==> config.mk <==
export PLATFORM = sky130hd
export DESIGN_NAME = top_ctrl_regs
export DESIGN_NICKNAME = d
export VERILOG_FILES = /design/src/design/tlcs_pkg.sv /design/src/design/top_ctrl_regs.sv
export SDC_FILE = /design/constraint.sdc
export NUM_CORES = 1
export LEC_CHECK = 0
export BUFFER_PORTS_ARGS = -buffer_cell sky130_fd_sc_hd__clkbuf_2
export CAP_MARGIN = 0
export CORE_MARGIN = 1.5
export CORE_UTILIZATION = 55
export CTS_CLUSTER_SIZE = 10
export DETAILED_ROUTE_END_ITERATION = 16
export PLACE_DENSITY_LB_ADDON = 0.25
export SETUP_SLACK_MARGIN = 0.1
export SLEW_MARGIN = 20
export SYNTH_ARGS = -nofsm -noshare
export SYNTH_HDL_FRONTEND = slang
export SYNTH_SLANG_ARGS = --single-unit
==> constraint.sdc <==
create_clock -name pclk -period 4.1 [get_ports pclk]
set_input_delay 0.615 -clock pclk [delete_from_list [all_inputs] [get_ports pclk]]
set_output_delay 0.615 -clock pclk [all_outputs]
set_load 0.01 [all_outputs]
==> src/design/tlcs_pkg.sv <==
// Constants and types shared by the top-level control and status registers.
`default_nettype none
package tlcs_pkg;

    // ****************************************************************
    // Register indices; byte address is four times the index.
    // ****************************************************************
    localparam logic [7:0] IDX_RX_DELAY  = 8'h07;
    localparam logic [7:0] IDX_USER_BITS = 8'h08;
    localparam logic [7:0] IDX_MSTR_SRC  = 8'h10;
    localparam logic [7:0] IDX_TOP_STAT  = 8'h11;
    localparam logic [7:0] IDX_TOP_EN    = 8'h12;
    localparam logic [7:0] IDX_LOOPBACK  = 8'h13;
    localparam logic [7:0] IDX_ACTIVITY  = 8'h14;

    // ****************************************************************
    // Field positions, widths, write masks and reset values.
    // ****************************************************************
    localparam int          TIP_BIT     = 15;
    localparam int          DLY_W       = 14;
    localparam int          WUSER_LSB   = 2;
    localparam int          PUSER_LSB   = 0;
    localparam int          TOP_SRC_BIT = 14;
    localparam int          IN_MAP_BIT  = 6;
    localparam int          OUT_MAP_BIT = 5;
    localparam int          ENC_LB_BIT  = 1;
    localparam int          TXRX_LB_BIT = 0;
    localparam int          ACT_RX_BIT  = 6;
    localparam int          ACT_SYS_BIT = 5;
    localparam int          ACT_REF_BIT = 4;
    localparam int          ACT_IN_BIT  = 0;
    localparam logic [15:0] DLY_WMASK   = 16'h3FFF;
    localparam logic [15:0] USER_WMASK  = 16'h000F;
    localparam logic [15:0] EN_WMASK    = 16'h007F;
    localparam logic [15:0] LB_WMASK    = 16'h0007;
    localparam logic [15:0] RESET_VAL   = 16'h0000;

    // ****************************************************************
    // Synchroniser lanes for pins from outside the clock domain.
    // ****************************************************************
    localparam int NSYNC   = 6;
    localparam int S_IN_FP = 0;
    localparam int S_RX_FP = 1;
    localparam int S_SYS   = 2;
    localparam int S_REF   = 3;
    localparam int S_INMAP = 4;
    localparam int S_OUMAP = 5;

    localparam int LINE_W = 10;

    typedef struct packed {
        logic [LINE_W-1:0] working;
        logic [LINE_W-1:0] protect;
    } line_pair_t;

    typedef enum logic {DLY_IDLE, DLY_RUN} dly_state_t;

endpackage : tlcs_pkg
`default_nettype wire

==> src/design/top_ctrl_regs.sv <==
// Top-level control and status register group with APB slave.
//
// Added by the designer: the APB slave port.
`default_nettype none
module top_ctrl_regs #(
    parameter int N_CNT = 8,
    parameter int BUS_W = 8
) (
    // Clock, reset and freeze
    input  wire logic               pclk,
    input  wire logic               presetn,
    input  wire logic               clk_en,
    // APB slave
    input  wire logic               psel,
    input  wire logic               penable,
    input  wire logic               pwrite,
    input  wire logic [7:0]         paddr,
    input  wire logic [31:0]        pwdata,
    output logic      [31:0]        prdata,
    output logic                    pready,
    output logic                    pslverr,
    // Monitored pins and map pulses, asynchronous
    input  wire logic               in_frame_pulse,
    input  wire logic               rx_frame_pulse,
    input  wire logic               sys_clock_in,
    input  wire logic               serial_ref_clock,
    input  wire logic               in_map_pulse,
    input  wire logic               out_map_pulse,
    // Sub-block pending levels, bit 0 is the incoming status block
    input  wire logic [13:0]        sub_pending,
    // Performance counter snapshot
    output logic                    counter_snapshot,
    input  wire logic [N_CNT-1:0]   counter_copied,
    // Receive frame start after the programmed delay
    output logic                    rx_frame_start,
    // Signaling header user bits
    output logic      [1:0]         working_link_user_bits,
    output logic      [1:0]         protect_link_user_bits,
    // Encoded line loopback
    input  wire tlcs_pkg::line_pair_t line_encoder_out,
    input  wire tlcs_pkg::line_pair_t line_rx_in,
    output tlcs_pkg::line_pair_t    line_decoder_in,
    // Transmit to receive bus loopback
    input  wire logic [BUS_W-1:0]   in_signaling_merge,
    input  wire logic [BUS_W-1:0]   rx_bus_in,
    output logic      [BUS_W-1:0]   out_signaling_extract,
    // Interrupt
    output logic                    irq_n
);

    // ****************************************************************
    // Address decode
    // ****************************************************************
    function automatic logic hit(input logic [7:0] addr,
                                 input logic [7:0] idx);
        hit = (addr == {idx[5:0], 2'b00});
    endfunction : hit

    logic setup;
    logic done;
    logic wr_done;
    logic rd_done;
    logic pready_r;
    logic h_dly;
    logic h_user;
    logic h_src;
    logic h_stat;
    logic h_en;
    logic h_lb;
    logic h_act;
    logic mapped;
    logic [15:0] rd_bits;

    assign setup   = psel & ~penable;
    assign done    = psel & penable & pready_r;
    assign wr_done = done & pwrite;
    assign rd_done = done & ~pwrite;
    assign h_dly   = hit(paddr, tlcs_pkg::IDX_RX_DELAY);
    assign h_user  = hit(paddr, tlcs_pkg::IDX_USER_BITS);
    assign h_src   = hit(paddr, tlcs_pkg::IDX_MSTR_SRC);
    assign h_stat  = hit(paddr, tlcs_pkg::IDX_TOP_STAT);
    assign h_en    = hit(paddr, tlcs_pkg::IDX_TOP_EN);
    assign h_lb    = hit(paddr, tlcs_pkg::IDX_LOOPBACK);
    assign h_act   = hit(paddr, tlcs_pkg::IDX_ACTIVITY);
    assign mapped  = h_dly | h_user | h_src | h_stat | h_en | h_lb | h_act;
    assign rd_bits = rd_done ? prdata[15:0] : 16'h0000;

    // ****************************************************************
    // Pin synchronisers
    // ****************************************************************
    logic [tlcs_pkg::NSYNC-1:0] async_in;
    logic [tlcs_pkg::NSYNC-1:0] meta_r;
    logic [tlcs_pkg::NSYNC-1:0] sync_r;
    logic [tlcs_pkg::NSYNC-1:0] prev_r;
    logic [tlcs_pkg::NSYNC-1:0] rise;

    assign async_in = {out_map_pulse, in_map_pulse, serial_ref_clock,
                       sys_clock_in, rx_frame_pulse, in_frame_pulse};
    assign rise     = sync_r & ~prev_r;

    // Edge detection looks only at the second stage.
    always_ff @(posedge pclk or negedge presetn) begin
        if (!presetn) begin
            meta_r <= '0;
            sync_r <= '0;
            prev_r <= '0;
        end else if (clk_en) begin
            meta_r <= async_in;
            sync_r <= meta_r;
            prev_r <= sync_r;
        end
    end

    // ****************************************************************
    // Writable registers
    // ****************************************************************
    logic [15:0] dly_r;
    logic [15:0] user_r;
    logic [15:0] en_r;
    logic [15:0] lb_r;

    // Bits outside each write mask are dropped on write, so they read as zero, apart from TIP_BIT in the delay register.
    always_ff @(posedge pclk or negedge presetn) begin
        if (!presetn) begin
            dly_r  <= tlcs_pkg::RESET_VAL;
            user_r <= tlcs_pkg::RESET_VAL;
            en_r   <= tlcs_pkg::RESET_VAL;
            lb_r   <= tlcs_pkg::RESET_VAL;
        end else if (clk_en && wr_done) begin
            if (h_dly) begin
                dly_r <= pwdata[15:0] & tlcs_pkg::DLY_WMASK;
            end
            if (h_user) begin
                user_r <= pwdata[15:0] & tlcs_pkg::USER_WMASK;
            end
            if (h_en) begin
                en_r <= pwdata[15:0] & tlcs_pkg::EN_WMASK;
            end
            if (h_lb) begin
                lb_r <= pwdata[15:0] & tlcs_pkg::LB_WMASK;
            end
        end
    end

    assign working_link_user_bits =
        user_r[tlcs_pkg::WUSER_LSB +: 2];
    assign protect_link_user_bits =
        user_r[tlcs_pkg::PUSER_LSB +: 2];

    // ****************************************************************
    // Connection-map pulse status and interrupt
    // ****************************************************************
    logic in_map_st_r;
    logic out_map_st_r;
    logic in_samp;
    logic out_samp;
    logic top_pending;

    // The frame pulse itself marks the frame in telecom mode and the
    // multiframe in switched mode, so one sampling point serves both.
    assign in_samp  = rise[tlcs_pkg::S_IN_FP]
                    & sync_r[tlcs_pkg::S_INMAP];
    assign out_samp = rise[tlcs_pkg::S_RX_FP]
                    & sync_r[tlcs_pkg::S_OUMAP];

    always_ff @(posedge pclk or negedge presetn) begin
        if (!presetn) begin
            in_map_st_r  <= 1'b0;
            out_map_st_r <= 1'b0;
        end else if (clk_en) begin
            if (in_samp) begin
                in_map_st_r <= 1'b1;
            end else if (h_stat && rd_bits[tlcs_pkg::IN_MAP_BIT]) begin
                in_map_st_r <= 1'b0;
            end
            if (out_samp) begin
                out_map_st_r <= 1'b1;
            end else if (h_stat && rd_bits[tlcs_pkg::OUT_MAP_BIT]) begin
                out_map_st_r <= 1'b0;
            end
        end
    end

    assign top_pending =
        (in_map_st_r & en_r[tlcs_pkg::IN_MAP_BIT])
      | (out_map_st_r & en_r[tlcs_pkg::OUT_MAP_BIT]);

    always_ff @(posedge pclk or negedge presetn) begin
        if (!presetn) begin
            irq_n <= 1'b1;
        end else if (clk_en) begin
            irq_n <= ~top_pending;
        end
    end

    // ****************************************************************
    // Activity monitor
    // ****************************************************************
    logic act_rx_r;
    logic act_sys_r;
    logic act_ref_r;
    logic act_in_r;
    logic [15:0] act_clr;

    // Only reads clear; a write to this address never touches the bits.
    assign act_clr = h_act ? rd_bits : 16'h0000;

    // Each bit watches a single input, so one rising edge suffices.
    always_ff @(posedge pclk or negedge presetn) begin
        if (!presetn) begin
            act_rx_r  <= 1'b0;
            act_sys_r <= 1'b0;
            act_ref_r <= 1'b0;
            act_in_r  <= 1'b0;
        end else if (clk_en) begin
            act_rx_r  <= rise[tlcs_pkg::S_RX_FP]
                       | (act_rx_r & ~act_clr[tlcs_pkg::ACT_RX_BIT]);
            act_sys_r <= rise[tlcs_pkg::S_SYS]
                       | (act_sys_r & ~act_clr[tlcs_pkg::ACT_SYS_BIT]);
            act_ref_r <= rise[tlcs_pkg::S_REF]
                       | (act_ref_r & ~act_clr[tlcs_pkg::ACT_REF_BIT]);
            act_in_r  <= rise[tlcs_pkg::S_IN_FP]
                       | (act_in_r & ~act_clr[tlcs_pkg::ACT_IN_BIT]);
        end
    end

    // ****************************************************************
    // Counter snapshot and transfer-in-progress
    // ****************************************************************
    logic             tip_r;
    logic [N_CNT-1:0] seen_r;
    logic [N_CNT-1:0] seen_nxt;
    logic             trig;

    assign trig     = wr_done & h_act;
    assign seen_nxt = seen_r | counter_copied;

    // Counters copy to holding and then clear on the snapshot pulse.
    always_ff @(posedge pclk or negedge presetn) begin
        if (!presetn) begin
            counter_snapshot <= 1'b0;
        end else if (clk_en) begin
            counter_snapshot <= trig;
        end
    end

    // A retrigger restarts the wait so old acknowledges do not count.
    always_ff @(posedge pclk or negedge presetn) begin
        if (!presetn) begin
            tip_r  <= 1'b0;
            seen_r <= '0;
        end else if (clk_en) begin
            if (trig) begin
                tip_r  <= 1'b1;
                seen_r <= '0;
            end else if (tip_r) begin
                seen_r <= seen_nxt;
                if (&seen_nxt) begin
                    tip_r <= 1'b0;
                end
            end
        end
    end

    // ****************************************************************
    // Receive frame delay
    // ****************************************************************
    tlcs_pkg::dly_state_t     dly_st_r;
    logic [tlcs_pkg::DLY_W-1:0] dly_cnt_r;

    // A pulse arriving mid-count restarts it from the new frame.
    always_ff @(posedge pclk or negedge presetn) begin
        if (!presetn) begin
            dly_st_r       <= tlcs_pkg::DLY_IDLE;
            dly_cnt_r      <= '0;
            rx_frame_start <= 1'b0;
        end else if (clk_en) begin
            rx_frame_start <= 1'b0;
            if (rise[tlcs_pkg::S_RX_FP]) begin
                dly_st_r  <= tlcs_pkg::DLY_RUN;
                dly_cnt_r <= dly_r[tlcs_pkg::DLY_W-1:0];
            end else begin
                case (dly_st_r)
                    tlcs_pkg::DLY_RUN: begin
                        if (dly_cnt_r == '0) begin
                            rx_frame_start <= 1'b1;
                            dly_st_r       <= tlcs_pkg::DLY_IDLE;
                        end else begin
                            dly_cnt_r <= dly_cnt_r - 1'b1;
                        end
                    end
                    default: begin
                        dly_st_r <= tlcs_pkg::DLY_IDLE;
                    end
                endcase
            end
        end
    end

    // ****************************************************************
    // Diagnostic loopbacks
    // ****************************************************************
    always_ff @(posedge pclk or negedge presetn) begin
        if (!presetn) begin
            line_decoder_in       <= '0;
            out_signaling_extract <= '0;
        end else if (clk_en) begin
            if (lb_r[tlcs_pkg::ENC_LB_BIT]) begin
                line_decoder_in <= line_encoder_out;
            end else begin
                line_decoder_in <= line_rx_in;
            end
            if (lb_r[tlcs_pkg::TXRX_LB_BIT]) begin
                out_signaling_extract <= in_signaling_merge;
            end else begin
                out_signaling_extract <= rx_bus_in;
            end
        end
    end

    // ****************************************************************
    // Read data and bus answer
    // ****************************************************************
    logic [15:0] rd_val;
    // Sub-block bits are live levels; they clear in their own block.
    always_comb begin
        rd_val = 16'h0000;
        if (h_dly) begin
            rd_val = dly_r;
            rd_val[tlcs_pkg::TIP_BIT] = tip_r;
        end else if (h_user) begin
            rd_val = user_r;
        end else if (h_src) begin
            rd_val[13:0] = sub_pending;
            rd_val[tlcs_pkg::TOP_SRC_BIT] = top_pending;
        end else if (h_stat) begin
            rd_val[tlcs_pkg::IN_MAP_BIT]  = in_map_st_r;
            rd_val[tlcs_pkg::OUT_MAP_BIT] = out_map_st_r;
        end else if (h_en) begin
            rd_val = en_r;
        end else if (h_lb) begin
            rd_val = lb_r;
        end else if (h_act) begin
            rd_val[tlcs_pkg::ACT_RX_BIT]  = act_rx_r;
            rd_val[tlcs_pkg::ACT_SYS_BIT] = act_sys_r;
            rd_val[tlcs_pkg::ACT_REF_BIT] = act_ref_r;
            rd_val[tlcs_pkg::ACT_IN_BIT]  = act_in_r;
        end
    end

    // Data is captured in setup, so there is no wait state. A read then
    // clears only the bits it returned, so a later event is never lost.
    always_ff @(posedge pclk or negedge presetn) begin
        if (!presetn) begin
            pready_r <= 1'b0;
            prdata   <= 32'h0000_0000;
            pslverr  <= 1'b0;
        end else if (clk_en) begin
            if (setup) begin
                pready_r <= 1'b1;
                pslverr  <= ~mapped;
                if (pwrite) begin
                    prdata <= 32'h0000_0000;
                end else begin
                    prdata <= {16'h0000, rd_val};
                end
            end else if (done) begin
                pready_r <= 1'b0;
                pslverr  <= 1'b0;
            end
        end
    end
    assign pready = pready_r;

endmodule : top_ctrl_regs
`default_nettype wire

==> results.md <==
* Top cells by area, synth: dfrtp_1 (51%), mux2_2 (8.7%), mux2i_1 (4.9%)
* Syn Std Cell Area at 5960 um^2
* Rows at 37
* Pwr Density at 477 nW/um^2
* GPL Wtd Cong at 0.886
* Total setup buffers inserted after CTS at 0
* Maximum clock insertion buffer count at 2
* Top-area cell type share of the netlist area at 51.2%
* Vias in the first global route at 4859
* DRT iter0 DRCs at 431
* Hold-fix buffers, CTS at 0
* Worst reg2reg setup slack at 1.53 ns
* Reg2reg end: dly_cnt_r[2]$_DFFE_PN0P_
* Max Used Layer: met4
* DP HPWL at 10700 um
* Post-route setup slack at 1.53 ns
* # IOs at 199
* Largest net degree at the start of global routing at 80
* Min Tclk post-route at 2.57 ns
* Reg2reg path depth at 6
* Final ANT Viol Nets at 0
* Full die area at 11500 um^2
* Critical path startpoint category: register
* Critical path class: register to register
* Total wire length at 14800 um
* Syn Area/Cell at 10.8 um^2
* Yosys cell types at 59
* Filler Cells Inserted at 776
* Total number of yosys warnings at 0
* First-pass GRT wire length at 23800 um
* Post-route DRC at 0
* Peak supply drop at 0.417 mV
* Die X at 107 um
* WL met3 at 1310 um
* Pin slew with the least headroom to its limit at 1.07 ns
* CP Data Required Time at 4.48 ns
* Multi-input combinational cell area at 2610 um^2
* CTS buffer count at 17
* Layout cells sized above 1 at 36.6%
* Total grt overflow at 0
* Status: finished clean
* Yosys reg bits at 123
* Tcrit/Tclk final at 62.6%
* Class of the worst hold path: input port to asynchronous set/reset pin
* Clock transition at path regs at 0.06 ns
* Post_cts resized at 0
* Top-count cell post-synth: dfrtp_1
* Port bufs at 164
* Worst Setup SP: dly_cnt_r[0]$_DFFE_PN0P_
* Crit path to: dly_cnt_r[2]$_DFFE_PN0P_
* Asr flop ratio synth at 100%
* Avg WL per Cell at 17.3 um
* Met1 WL at 6050 um
* NumNets Final at 838
* Num Clock Sinks at 123
* DR pass1 iterations at 5
* Gr usage total at 26.8%
* Worst EP arrival at 2.94 ns
* Via Count at 4961
* Max-cap viol count at 0
* Clk_lat worst skew at 0.52 ns
* Root buf cell: clkbuf_8
* Ant diodes at 0
* WL met2 at 7120 um
* Layout overhead on the synthesized area at 23.8%
* Slew headroom at 28.4%
* Cell taking the most area after synthesis: dfrtp_1
* Fmax at 0.390 GHz
* Initial core utilization at 57.2%
* Final Hold Vio Count at 0
* Post-synth EDFFs at 0
* CTS tree: done
* Storage cell area at 3080 um^2
* LEAKAGE at 3.40 nW
* Setup crit end kind: register
* Clock skew at 0.00689 ns
* Antenna violations before repair at 0
* RR Startpoint: dly_cnt_r[0]$_DFFE_PN0P_
* Chip height at 107 um
* Seq/Total Area, Yosys at 51.7%
* Synth cell count leaders: dfrtp_1 (122), mux2_2 (46), nor2_1 (44)
* Dpl ws at 1.21 ns
* Synth Instances at 553
* Setup tns final at 0 ns
* Main flop type after synthesis: dfrtp_1
* Max Slew Vio Count at 0
* Critical path peak fanout at 12
* CTS H-tree lvls at 4
* RSZ-0062 raised after global routing: no
* Setup-failing EPs final at 0
* Core Region at 10400 um^2
* Via density at 5.80
==> stage by stage <==
stage | hold slack, ns | util, % | std cells | cell area [um^2] | total power, W
after global placement | 0.422 | 65.2 | 823 | 6790 | 0.00203
after global routing | 0.175 | 70.8 | 855 | 7380 | 0.00368
after floorplan | 0.319 | - | 568 | 6020 | 0.00188
after detailed placement | 0.433 | 65.2 | 823 | 6790 | 0.00207
after CTS | 0.292 | 70.8 | 855 | 7380 | 0.00354
final | 0.114 | 70.8 | 855 | 7380 | 0.00352
==> power breakdown <==
part	switching [W]	total, W	internal, W
clock network	0.000557	0.00146	0.000899
logic	0.000369	0.000628	0.000258
registers	0.000104	0.00143	0.00133
total	0.00103	0.00352	0.00249
==> worst max-delay path: stages, from the launching register on <==
cell	delay, ns
dfrtp_1	0.39
inv_1	0.11
ha_1	0.16
or4b_2	0.67
or4_4	0.49
a31oi_4	0.41
o21ai_0	0.17
==> sequential cells by signal, summed over array words and instances (netlist names), 7 cells and up <==
signal                 count
seen_r                     8
out_signaling_extract      8
line_decoder_in           20
en_r                       7
prdata                    16
dly_cnt_r                 14
dly_r                     14
==> cell usage in the layout (no fill, tap or decap), drive strengths merged, types with 6 or more instances in the layout <==
cell	count
a21oi	39
a22o	11
a22oi	11
buf	7
clkbuf	181
conb	16
dfrtp	122
inv	19
mux2	46
mux2i	29
nand2	35
nand3	7
nor2	44
nor3	9
nor4	10
o21ai	32
o311ai	6
or3	10
or4	7
==> layout make-up <==
type,instances,share of cell area [%]
timing repair buffer,169,11.9
clock inverter,13,1.93
clock buffer,19,5.99
tap,136,2.31
sequential,123,41.7
inverter,17,0.865
multi-input combinational,378,35.3
==> how the worst min path moves through the flow <==
| stage | cells after the start | end | slack, ns | from |
|---|---|---|---|---|
| final | 1 | dly_cnt_r[10]$_DFFE_PN0P_ | 0.11 | presetn |
| after floorplan | 0 | act_in_r$_DFFE_PN0P_ | 0.32 | presetn |
| after CTS | 1 | dly_cnt_r[10]$_DFFE_PN0P_ | 0.29 | presetn |
| after global placement | 1 | act_sys_r$_DFFE_PN0P_ | 0.42 | prev_r[2]$_DFFE_PN0P_ |
| after detailed placement | 1 | act_sys_r$_DFFE_PN0P_ | 0.43 | prev_r[2]$_DFFE_PN0P_ |
| after global routing | 1 | dly_cnt_r[13]$_DFFE_PN0P_ | 0.18 | presetn |
==> layer usage <==
| metal | global-route usage, % | vias to the layer above |
|---|---|---|
| met5 | 0 | - |
| met2 | 41.6 | 252 |
| met1 | 35.2 | 2374 |
| li1 | - | 2306 |
| met4 | 11.0 | 0 |
| met3 | 7.96 | 29 |
==> kinds of logic after synthesis <==
family,after synthesis,synth area share (%)
DFF,123,51.7
adders and majority gates,2,0.420
muxes,75,13.6
other,1,0.0629
and+or+nand+nor,146,13.2
buffers and inverters,67,5.58
AOI/OAI and AO/OA,139,15.5
No activity file was read; power rests on OpenSTA's default activity.
